==> src/eim_pkg.sv <==
// constants shared by the ecc interrupt mask and error location block
package eim_pkg;
	// ========================================================
	// structure
	localparam int unsigned NSLICE = 4;  // 64-bit slices in the data word
	localparam int unsigned NEVT   = 5;  // interrupt event sources
	localparam int unsigned CTRL_W = 12; // implemented control word bits

	// ========================================================
	// register word indices, byte address is index times four
	localparam logic [3:0] IDX_CTRL  = 4'h0;
	localparam logic [3:0] IDX_ISTAT = 4'hA;
	localparam logic [3:0] IDX_IMASK = 4'hB;
	localparam logic [3:0] IDX_SLOC  = 4'hC;
	localparam logic [3:0] IDX_DLOC  = 4'hD;

	// ========================================================
	// event bit positions in status and mask
	localparam int unsigned EV_SBE     = 0;
	localparam int unsigned EV_DBE     = 1;
	localparam int unsigned EV_SBE_MAX = 2;
	localparam int unsigned EV_DBE_MAX = 3;
	localparam int unsigned EV_RMW_DBE = 4;

	// ========================================================
	// control word action bits
	localparam int unsigned CTRL_CLR_ALL = 4;
	localparam int unsigned CTRL_CLR_IRQ = 11;

	// ========================================================
	// reset values
	localparam logic [CTRL_W-1:0] CTRL_RST  = 12'h00F;
	localparam logic [NEVT-1:0]   MASK_RST  = 5'h01;
	localparam logic [31:0]       WORD_ZERO = 32'h0000_0000;
endpackage : eim_pkg

==> src/eim_sticky.sv <==
// bank of sticky flags, set wins over clear
`timescale 1ns/100ps
`default_nettype none
module eim_sticky #(
	parameter int unsigned W = 4
) (
	input  wire logic         clk_sys_i,
	input  wire logic         rst_i,
	input  wire logic [W-1:0] set_i,
	input  wire logic [W-1:0] clr_i,
	output var  logic [W-1:0] flag_o
);
	// ========================================================
	// one flop per flag
	genvar i;
	generate
		for (i = 0; i < W; i++) begin : g_flag
			// an event in the clearing cycle is kept
			always_ff @(posedge clk_sys_i or posedge rst_i) begin
				if (rst_i) begin
					flag_o[i] <= 1'b0;
				end else begin
					flag_o[i] <= set_i[i] | (flag_o[i] & ~clr_i[i]);
				end
			end
		end
	endgenerate
endmodule : eim_sticky
`default_nettype wire

==> src/eim_top.sv <==
// ecc interrupt mask, interrupt status and error slice location registers
`timescale 1ns/100ps
`default_nettype none
//
// Contract
// mask bit 0 blocks single-bit error interrupt; clear lets it through.
// mask bit 1 blocks double-bit error interrupt; clear lets it through.
// mask bit 2 blocks single-bit threshold overrun interrupt.
// mask bit 3 blocks double-bit threshold overrun interrupt.
// mask bit 4 blocks read-modify-write double-bit error interrupt.
// single-bit location holds one sticky bit per 64-bit slice.
// double-bit location holds one sticky bit per 64-bit slice.
// status bits 0..4 record sbe, dbe, two overruns, rmw dbe.
// writing one clears a location bit; zero leaves it.
// counter crossing its maximum raises interrupt, subject to mask.
// writing one to control bit 11 clears the pending interrupt.
// interrupt is OR of unmasked status; masked events still recorded.
module eim_top (
	input  wire logic                       clk_sys_i,
	input  wire logic                       rst_i,
	// wishbone slave
	input  wire logic                       wb_cyc_i,
	input  wire logic                       wb_stb_i,
	input  wire logic                       wb_we_i,
	input  wire logic [5:0]                 wb_adr_i,
	input  wire logic [3:0]                 wb_sel_i,
	input  wire logic [31:0]                wb_dat_i,
	output logic      [31:0]                wb_dat_o,
	output logic                            wb_ack_o,
	// error events from the codec and counters
	input  wire logic                       sbe_event_i,
	input  wire logic                       dbe_event_i,
	input  wire logic [eim_pkg::NSLICE-1:0] sbe_slice_i,
	input  wire logic [eim_pkg::NSLICE-1:0] dbe_slice_i,
	input  wire logic                       sbe_over_i,
	input  wire logic                       dbe_over_i,
	input  wire logic                       rmw_dbe_i,
	// control and interrupt
	output logic [eim_pkg::CTRL_W-1:0]      ctrl_o,
	output logic                            irq_o
);
	import eim_pkg::*;

	// ========================================================
	// state
	logic                 ack_r;
	logic [31:0]          dat_r;
	logic [CTRL_W-1:0]    ctrl_r;
	logic [CTRL_W-1:0]    ctrl_nxt;
	logic [NEVT-1:0]      mask_r;
	logic [NEVT-1:0]      mask_nxt;
	logic                 irq_r;
	logic [NEVT-1:0]      stat_r;
	logic [NSLICE-1:0]    sloc_r;
	logic [NSLICE-1:0]    dloc_r;

	// ========================================================
	// bus decode
	wire        req     = wb_cyc_i & wb_stb_i;
	wire [3:0]  idx     = wb_adr_i[5:2];
	wire        wr_fire = req & wb_we_i & ack_r; // write lands at the ack edge
	wire [31:0] lanes   = {{8{wb_sel_i[3]}}, {8{wb_sel_i[2]}},
	                       {8{wb_sel_i[1]}}, {8{wb_sel_i[0]}}};
	wire [31:0] wdat    = wb_dat_i & lanes;
	wire        hit_ctl = (idx == IDX_CTRL);
	wire        hit_ist = (idx == IDX_ISTAT);
	wire        hit_msk = (idx == IDX_IMASK);
	wire        hit_slc = (idx == IDX_SLOC);
	wire        hit_dlc = (idx == IDX_DLOC);

	// ========================================================
	// control word: action bits act on write and read back zero
	wire clr_irq = wr_fire & hit_ctl & wdat[CTRL_CLR_IRQ];
	wire clr_all = wr_fire & hit_ctl & wdat[CTRL_CLR_ALL];
	wire [CTRL_W-1:0] act_bits = (12'h001 << CTRL_CLR_IRQ)
	                           | (12'h001 << CTRL_CLR_ALL);
	assign ctrl_nxt = (wr_fire & hit_ctl)
		? (((ctrl_r & ~lanes[CTRL_W-1:0]) | wdat[CTRL_W-1:0]) & ~act_bits)
		: ctrl_r;

	// mask register, byte lane 0 only
	assign mask_nxt = (wr_fire & hit_msk & wb_sel_i[0])
		? wb_dat_i[NEVT-1:0] : mask_r;

	// ========================================================
	// interrupt status sources
	// status bit order
	// threshold overruns
	wire [NEVT-1:0] evt = {rmw_dbe_i, dbe_over_i, sbe_over_i,
	                       dbe_event_i, sbe_event_i};
	// clear all pending
	wire [NEVT-1:0] stat_clr = ((wr_fire & hit_ist) ? wdat[NEVT-1:0]
		: {NEVT{1'b0}}) | {NEVT{clr_irq}};

	eim_sticky #(.W(NEVT)) u_stat (
		.clk_sys_i (clk_sys_i),
		.rst_i     (rst_i),
		.set_i     (evt),
		.clr_i     (stat_clr),
		.flag_o    (stat_r)
	);

	// ========================================================
	// slice location flags
	// single-bit slices
	// double-bit slices
	wire [NSLICE-1:0] sloc_set = sbe_event_i ? sbe_slice_i : {NSLICE{1'b0}};
	wire [NSLICE-1:0] dloc_set = dbe_event_i ? dbe_slice_i : {NSLICE{1'b0}};
	// write one clears
	wire [NSLICE-1:0] sloc_clr = ((wr_fire & hit_slc) ? wdat[NSLICE-1:0]
		: {NSLICE{1'b0}}) | {NSLICE{clr_all}};
	wire [NSLICE-1:0] dloc_clr = ((wr_fire & hit_dlc) ? wdat[NSLICE-1:0]
		: {NSLICE{1'b0}}) | {NSLICE{clr_all}};

	eim_sticky #(.W(NSLICE)) u_sloc (
		.clk_sys_i (clk_sys_i),
		.rst_i     (rst_i),
		.set_i     (sloc_set),
		.clr_i     (sloc_clr),
		.flag_o    (sloc_r)
	);

	eim_sticky #(.W(NSLICE)) u_dloc (
		.clk_sys_i (clk_sys_i),
		.rst_i     (rst_i),
		.set_i     (dloc_set),
		.clr_i     (dloc_clr),
		.flag_o    (dloc_r)
	);

	// ========================================================
	// interrupt: unmasked status only, masking never hides status
	// sbe mask
	// dbe mask
	// sbe overrun mask
	// dbe overrun mask
	// rmw mask
	// R12 or of unmasked
	wire irq_nxt = |(stat_r & ~mask_r);

	// ========================================================
	// read mux, unmapped and write-only words read zero
	wire [31:0] rd_mux =
		hit_ctl ? {{(32-CTRL_W){1'b0}}, ctrl_r} :
		hit_ist ? {{(32-NEVT){1'b0}}, stat_r} :
		hit_slc ? {{(32-NSLICE){1'b0}}, sloc_r} :
		hit_dlc ? {{(32-NSLICE){1'b0}}, dloc_r} :
		WORD_ZERO;

	// bus answer one cycle after the request, dropped the next
	always_ff @(posedge clk_sys_i or posedge rst_i) begin
		if (rst_i) begin
			ack_r <= 1'b0;
			dat_r <= WORD_ZERO;
		end else begin
			ack_r <= req & ~ack_r;
			dat_r <= (req & ~ack_r) ? rd_mux : dat_r;
		end
	end

	// software registers and interrupt flop
	always_ff @(posedge clk_sys_i or posedge rst_i) begin
		if (rst_i) begin
			ctrl_r <= CTRL_RST;
			mask_r <= MASK_RST;
			irq_r  <= 1'b0;
		end else begin
			ctrl_r <= ctrl_nxt;
			mask_r <= mask_nxt;
			irq_r  <= irq_nxt;
		end
	end

	assign wb_ack_o = ack_r;
	assign wb_dat_o = dat_r;
	assign ctrl_o   = ctrl_r;
	assign irq_o    = irq_r;
endmodule : eim_top
`default_nettype wire
==> config.mk <==
export PLATFORM = sky130hd
export DESIGN_NAME = eim_top
export DESIGN_NICKNAME = d
export VERILOG_FILES = /design/src/eim_pkg.sv /design/src/eim_sticky.sv /design/src/eim_top.sv
export SDC_FILE = /design/constraint.sdc
export NUM_CORES = 1
export LEC_CHECK = 0
export BUFFER_PORTS_ARGS = -buffer_cell sky130_fd_sc_hd__buf_2
export CAP_MARGIN = 25
export CORE_MARGIN = 4
export CORE_UTILIZATION = 41
export DETAILED_ROUTE_END_ITERATION = 10
export PLACE_DENSITY_LB_ADDON = 0.12
export SLEW_MARGIN = 20
export SYNTH_ARGS = -nofsm -noshare
export SYNTH_HDL_FRONTEND = slang
export SYNTH_SLANG_ARGS = --single-unit
export TNS_END_PERCENT = 10
==> constraint.sdc <==
create_clock -name clk_sys_i -period 1.3 [get_ports clk_sys_i]
set_input_delay 0.195 -clock clk_sys_i [delete_from_list [all_inputs] [get_ports clk_sys_i]]
set_output_delay 0.195 -clock clk_sys_i [all_outputs]
set_load 0.01 [all_outputs]
# --- Word-level counts from Yosys, hierarchy flattened ---
# Cells that the tools add are included.
# W data, S select, Z words.
totals:
  ff_bits: 62
  inputBits: 60
  out_inout_bits: 46
  wordCells: 94
op_classes:
  n_eq_ne: 4
  muxes: 9
  bitwise: 61
  reduce_logical: 2
op_table:
  columns: ["cell", "n"]
  rows:
  - ["$and A1 B1 Y1", 25]
  - ["$mux W4", 6]
  - ["$eq A4 B4 Y1 const B", 4]
  - ["$not A1 Y1", 14]
  - ["$or A1 B1 Y1", 13]
  - ["$and A12 B12 Y12", 1]
  - ["$and A11 B11 Y11", 1]
  - ["$mux W11", 1]
  - ["$not A11 Y11", 1]
  - ["$or A11 B11 Y11", 1]
  - ["$mux W5", 2]
  - ["$or A4 B4 Y4", 2]
  - ["$and A5 B5 Y5", 1]
  - ["$not A5 Y5", 1]
  - ["$or A5 B5 Y5", 1]
  - ["$reduce_or A5 Y1", 1]
  - ["$logic_not A4 Y1", 1]

# --- Logic depth before layout (Yosys ltp) ---
depth:
  depth_word: 9
  mapped_depth: 5
  depth_no_buf: 4

# --- Hierarchy ---
# A second synthesis with hierarchy kept.
unflattened:
  cells_unflattened: 203
  hier_area_um2: 2130.8
modules_own_cells:
  columns: ["module", "instances", "cells_per_inst", "area_per_inst_um2", "seq_area_each_um2"]
  rows:
  - ["eim_top", 1, 161, 1647.8, 706.9]
  - ["eim_sticky (u_dloc ...)", 2, 13, 148.9, 100.1]
  - ["eim_sticky (u_stat)", 1, 16, 185.2, 125.1]

# --- Least setup slack after synthesis ---
# No wires, ideal clock.
synth_path:
  path_kind: "flip-flop to flip-flop"
  start: "register ack_r (netlist: wb_ack_o)"
  end: "register u_dloc.flag_o[2]"
  setup_time_ns: 0.122
  t_arrival_ns: 1.371
  t_required_ns: 1.178
  slack_ns: -0.192
  stages_incl_launch_ff: 6
  path_buffers: 2
  synth_period_minus_slack_ns: 1.492
  path_cell_list: "dfrtp_1 and4_1 buf_2 buf_1 nand4_1 a32o_1"
synth_via:
  elab_chain_len: 7
  word_cells_on_any_way: 9
  classes_between: "1 x mux; 8 x bitwise"
synth_lines:
  columns: ["item", "line", "rtl"]
  rows:
  - ["start: declaration", "eim_top.sv:46", "logic ack_r;"]
  - ["start signal: assignment", "eim_top.sv:156", "ack_r <= req & ~ack_r;"]
  - ["$and A1 B1 Y1 (*)", "eim_top.sv:61", "wire wr_fire = req & wb_we_i & ack_r;"]
  - ["$and A1 B1 Y1, on equally long branches", "eim_top.sv:112, eim_top.sv:74", null]
  - ["$mux W4 or $and A1 B1 Y1 (tied branches)", "eim_top.sv:112, eim_top.sv:74", null]
  - ["$or A4 B4 Y4 (*)", "eim_top.sv:113", ": {NSLICE{1'b0}}) | {NSLICE{clr_all}};"]
  - ["$not A1 Y1 (*)", "eim_sticky.sv:23", "flag_o[i] <= set_i[i] | (flag_o[i] & ~clr_i[i]);"]
  - ["$and A1 B1 Y1 (*)", "eim_sticky.sv:23", null]
  - ["$or A1 B1 Y1 (*)", "eim_sticky.sv:23", null]
  - ["end signal: indexed assignment", "eim_sticky.sv:23", null]
  - ["end: declaration", "eim_sticky.sv:11", "output var logic [W-1:0] flag_o"]
# Every way passes the cells marked *; elsewhere a longest branch is shown, timed or not.
# A chain may end at the register's enable or synchronous reset.

# --- Worst setup path after layout ---
# Ends and elaborated chain as after synthesis.

==> impl_results.md <==
* Vias in the first global route at 1,644
* Core Box Area at 0.00479 sq mm
* Total Power at 2.45 mW
* Final #Nets at 318
* CTS clk-pin slew, worst paths at 80 ps
* RSZ-0062 raised after global routing: true
* Mux cell area share after synthesis at 0.0828
* Worst path arrival time at 1480 ps
* Post-DP Area at 0.00249 sq mm
* HP Class: in -> reg
* Max-slew violations at 0
* Async S/R FF share, synth at 1.00
* Post-DR wirelength/cell at 15.6 um
* Largest family of logic cells by synthesized area: simple AND/OR/NAND/NOR gates
* Total of warnings raised by yosys at 0
* Leakage at 1.25 nW
* Setup Crit Path Kind: reg -> reg
* Maximum VDD drop at 0.510 mV
* Synth Flop Type: dfrtp_1
* Main area contributors after synthesis: dfrtp_1 (44%), buf_4 (8.5%), mux2_2 (8.3%), dfstp_2 (6.4%), a32o_1 (3.9%)
* Chip height at 78.5 um
* Die area at 0.00617 sq mm
* TritonCTS Buffers at 5
* Synth Instances at 176
* Worst-case clock skew at 6.28 ps
* Worst setup margin at -9.74 ps
* Simple logic cell fraction of the synthesized area at 0.160
* CP startpoint kind: flip-flop
* CTS Buffer Depth at 2
* Adder-Cell Fraction of Synth Area at 0
* Ratio of cells with drive above 1 in the final layout at 0.467
* GRT overflow at 0
* Final hold slack at 94.5 ps
* Number of synthesized flops with an enable pin at 0
* IO Count at 106
* Clk root buf: clkbuf_8
* Setup_tns at -26.3 ps
* #FFs+latches synth at 41
* # DRC at 0
* Routed vias/inst at 5.04
* Final Wtd Congestion at 0.824
* Layout area overhead at 28.8%
* Status: finished, violations left
* Fin util at 0.549
* Input/output buffers at 58
* First-pass GRT wire length at 8160 um
* Dpl cells at 317
* Post-synthesis average cell area at 11.6 sq um
* Routed vias at 1,642
* Post-synth cell types at 33
* Post-Syn Area at 0.00204 sq mm
* Total Wirelength at 5100 um
* Total track usage at 0.171
* Final Cell Area at 0.00263 sq mm
* DRT antenna net count at 0
* Row count at 25
* Fill count at 446
* Final hold vios at 0
* Dpl hpwl at 3990 um
* Initial antenna violation count at 0
* Worst Path Required at 1480 ps
* CP Max Fanout at 8
* Xor/xnor share of the synthesized area at 0
* Iter 0 DRT Violations at 44
* Fmax at 0.764 GHz
* Max cap viols at 0
* Largest net degree at the start of global routing at 42
* DIE WIDTH at 78.5 um
* Skew-Pair Late Insertion Delay at 290 ps
* Initial Utilization at 0.426
* Tmin final at 1310 ps
* Worst slack, placed at -154 ps
* CP endpoint kind: flip-flop
* Router iterations before antenna repair at 4
* CTS HTree Levels at 2
* CTS tree: yes
* R2R Setup Slk at -10 ps
* Power per cell area at 932 mW/mm^2
* Compound-Gate Fraction of Synth Area at 0.137
* Post-synth top area cell: dfrtp_1
* Post-route insts no fill at 326
* Clk sinks at 41
* Sequential area share after synthesis at 0.506
* Fin crit share at 1.01
* Top-area cell type share of the netlist area at 0.442
* Antenna diode count at 0
* Final setup fails at 5
* Failing checks: negative setup slack
==> cell usage in the layout (no fill, tap or decap), types with 4 or more instances in the layout <==
master | netlist | routed
buf_2 | 3 | 58
dfrtp_1 | 36 | 36
conb_1 | 1 | 23
buf_4 | 23 | 18
mux2_2 | 15 | 15
nand3_1 | 15 | 14
a32o_1 | 8 | 8
nand4_1 | 7 | 7
nand2_1 | 6 | 6
inv_1 | 7 | 6
a22o_1 | 6 | 6
a31o_2 | 5 | 5
dfstp_2 | 5 | 5
clkbuf_8 | 0 | 5
nor2b_1 | 4 | 4
a221oi_1 | 4 | 4
o21ai_0 | 4 | 4
o211ai_1 | 4 | 4
and2_1 | 5 | 4
buf_6 | 0 | 4
==> Yosys cell counts, types with 2 or more instances <==
cell and instances:
dfrtp_1 36, clkbuf_1 3, buf_2 3, a221oi_1 4, mux2_2 15, a31o_2 5, nor2b_1 4, and4b_1 2
buf_4 23, nand2_1 6, a22o_1 6, nand4_1 7, nand3_1 15, and2_1 5, inv_1 7, o211ai_1 4
dfstp_2 5, a32o_1 8, o21ai_0 4
==> timing repair <==
item                                    in CTS  in global routing
cloned                                       0                  0
endpoints found under the hold margin       36                  0
endpoints found under the setup margin      22                 28
pin swaps                                    4                 13
resized for setup                            5                  9
hold buffers                                 1                  0
setup buffers                                0                  0
==> path summary, 6_finish.rpt <==
check | cells past startpoint | endpoint | startpoint
setup / recovery | 5 | u_dloc.flag_o[2]$_DFF_PP0_ | wb_ack_o$_DFF_PP0_
hold / removal | 2 | u_stat.flag_o[4]$_DFF_PP0_ | rmw_dbe_i
setup reg to reg | 5 | u_dloc.flag_o[2]$_DFF_PP0_ | wb_ack_o$_DFF_PP0_
hold reg to reg | 2 | wb_dat_o[4]$_DFFE_PP0P_ | wb_dat_o[4]$_DFFE_PP0P_
max in group asynchronous | 4 | mask_r[0]$_DFFE_PP1P_ | rst_i
min in group asynchronous | 4 | wb_dat_o[7]$_DFFE_PP0P_ | rst_i
==> power by group <==
part | leakage [nW] | internal, mW | switching [mW] | total (mW)
clock network | 0.0422 | 0.377 | 0.420 | 0.797
registers | 0.478 | 1.31 | 0.0151 | 1.32
logic | 0.735 | 0.139 | 0.189 | 0.328
total | 1.25 | 1.82 | 0.624 | 2.45
==> kinds of logic after synthesis <==
group | after synthesis
AO/OA/AOI/OAI | 33
buffers and inverters | 37
flip-flops | 41
multiplexers | 15
other | 1
AND/OR/NAND/NOR | 49
==> worst max-delay path, cell delays in order, from the launching register on <==
cell	delay [ps]
dfrtp_1	350
and4_4	230
buf_8	140
nand4_1	100
buf_6	160
a32o_1	220
==> layer usage <==
layer | wire length, um | up-vias | part of all wire | GRT usage
met5 | 0 | - | 0 | 0
met4 | 80 | 0 | 0.016 | 0.0559
met3 | 338 | 9 | 0.066 | 0.0401
met2 | 2320 | 69 | 0.46 | 0.267
met1 | 2360 | 775 | 0.46 | 0.233
li1 | - | 789 | - | -
==> layout make-up <==
cell class	count	area [sq um]	area share
multi-input combinational	120	887	0.338
clock buffer	7	76.3	0.0291
timing repair buffer	83	515	0.196
tap	67	83.8	0.0319
inverter	7	26.3	0.0100
clock inverter	1	5.00	0.00191
sequential	41	1030	0.393
No activity file was read; power rests on OpenSTA's default activity.
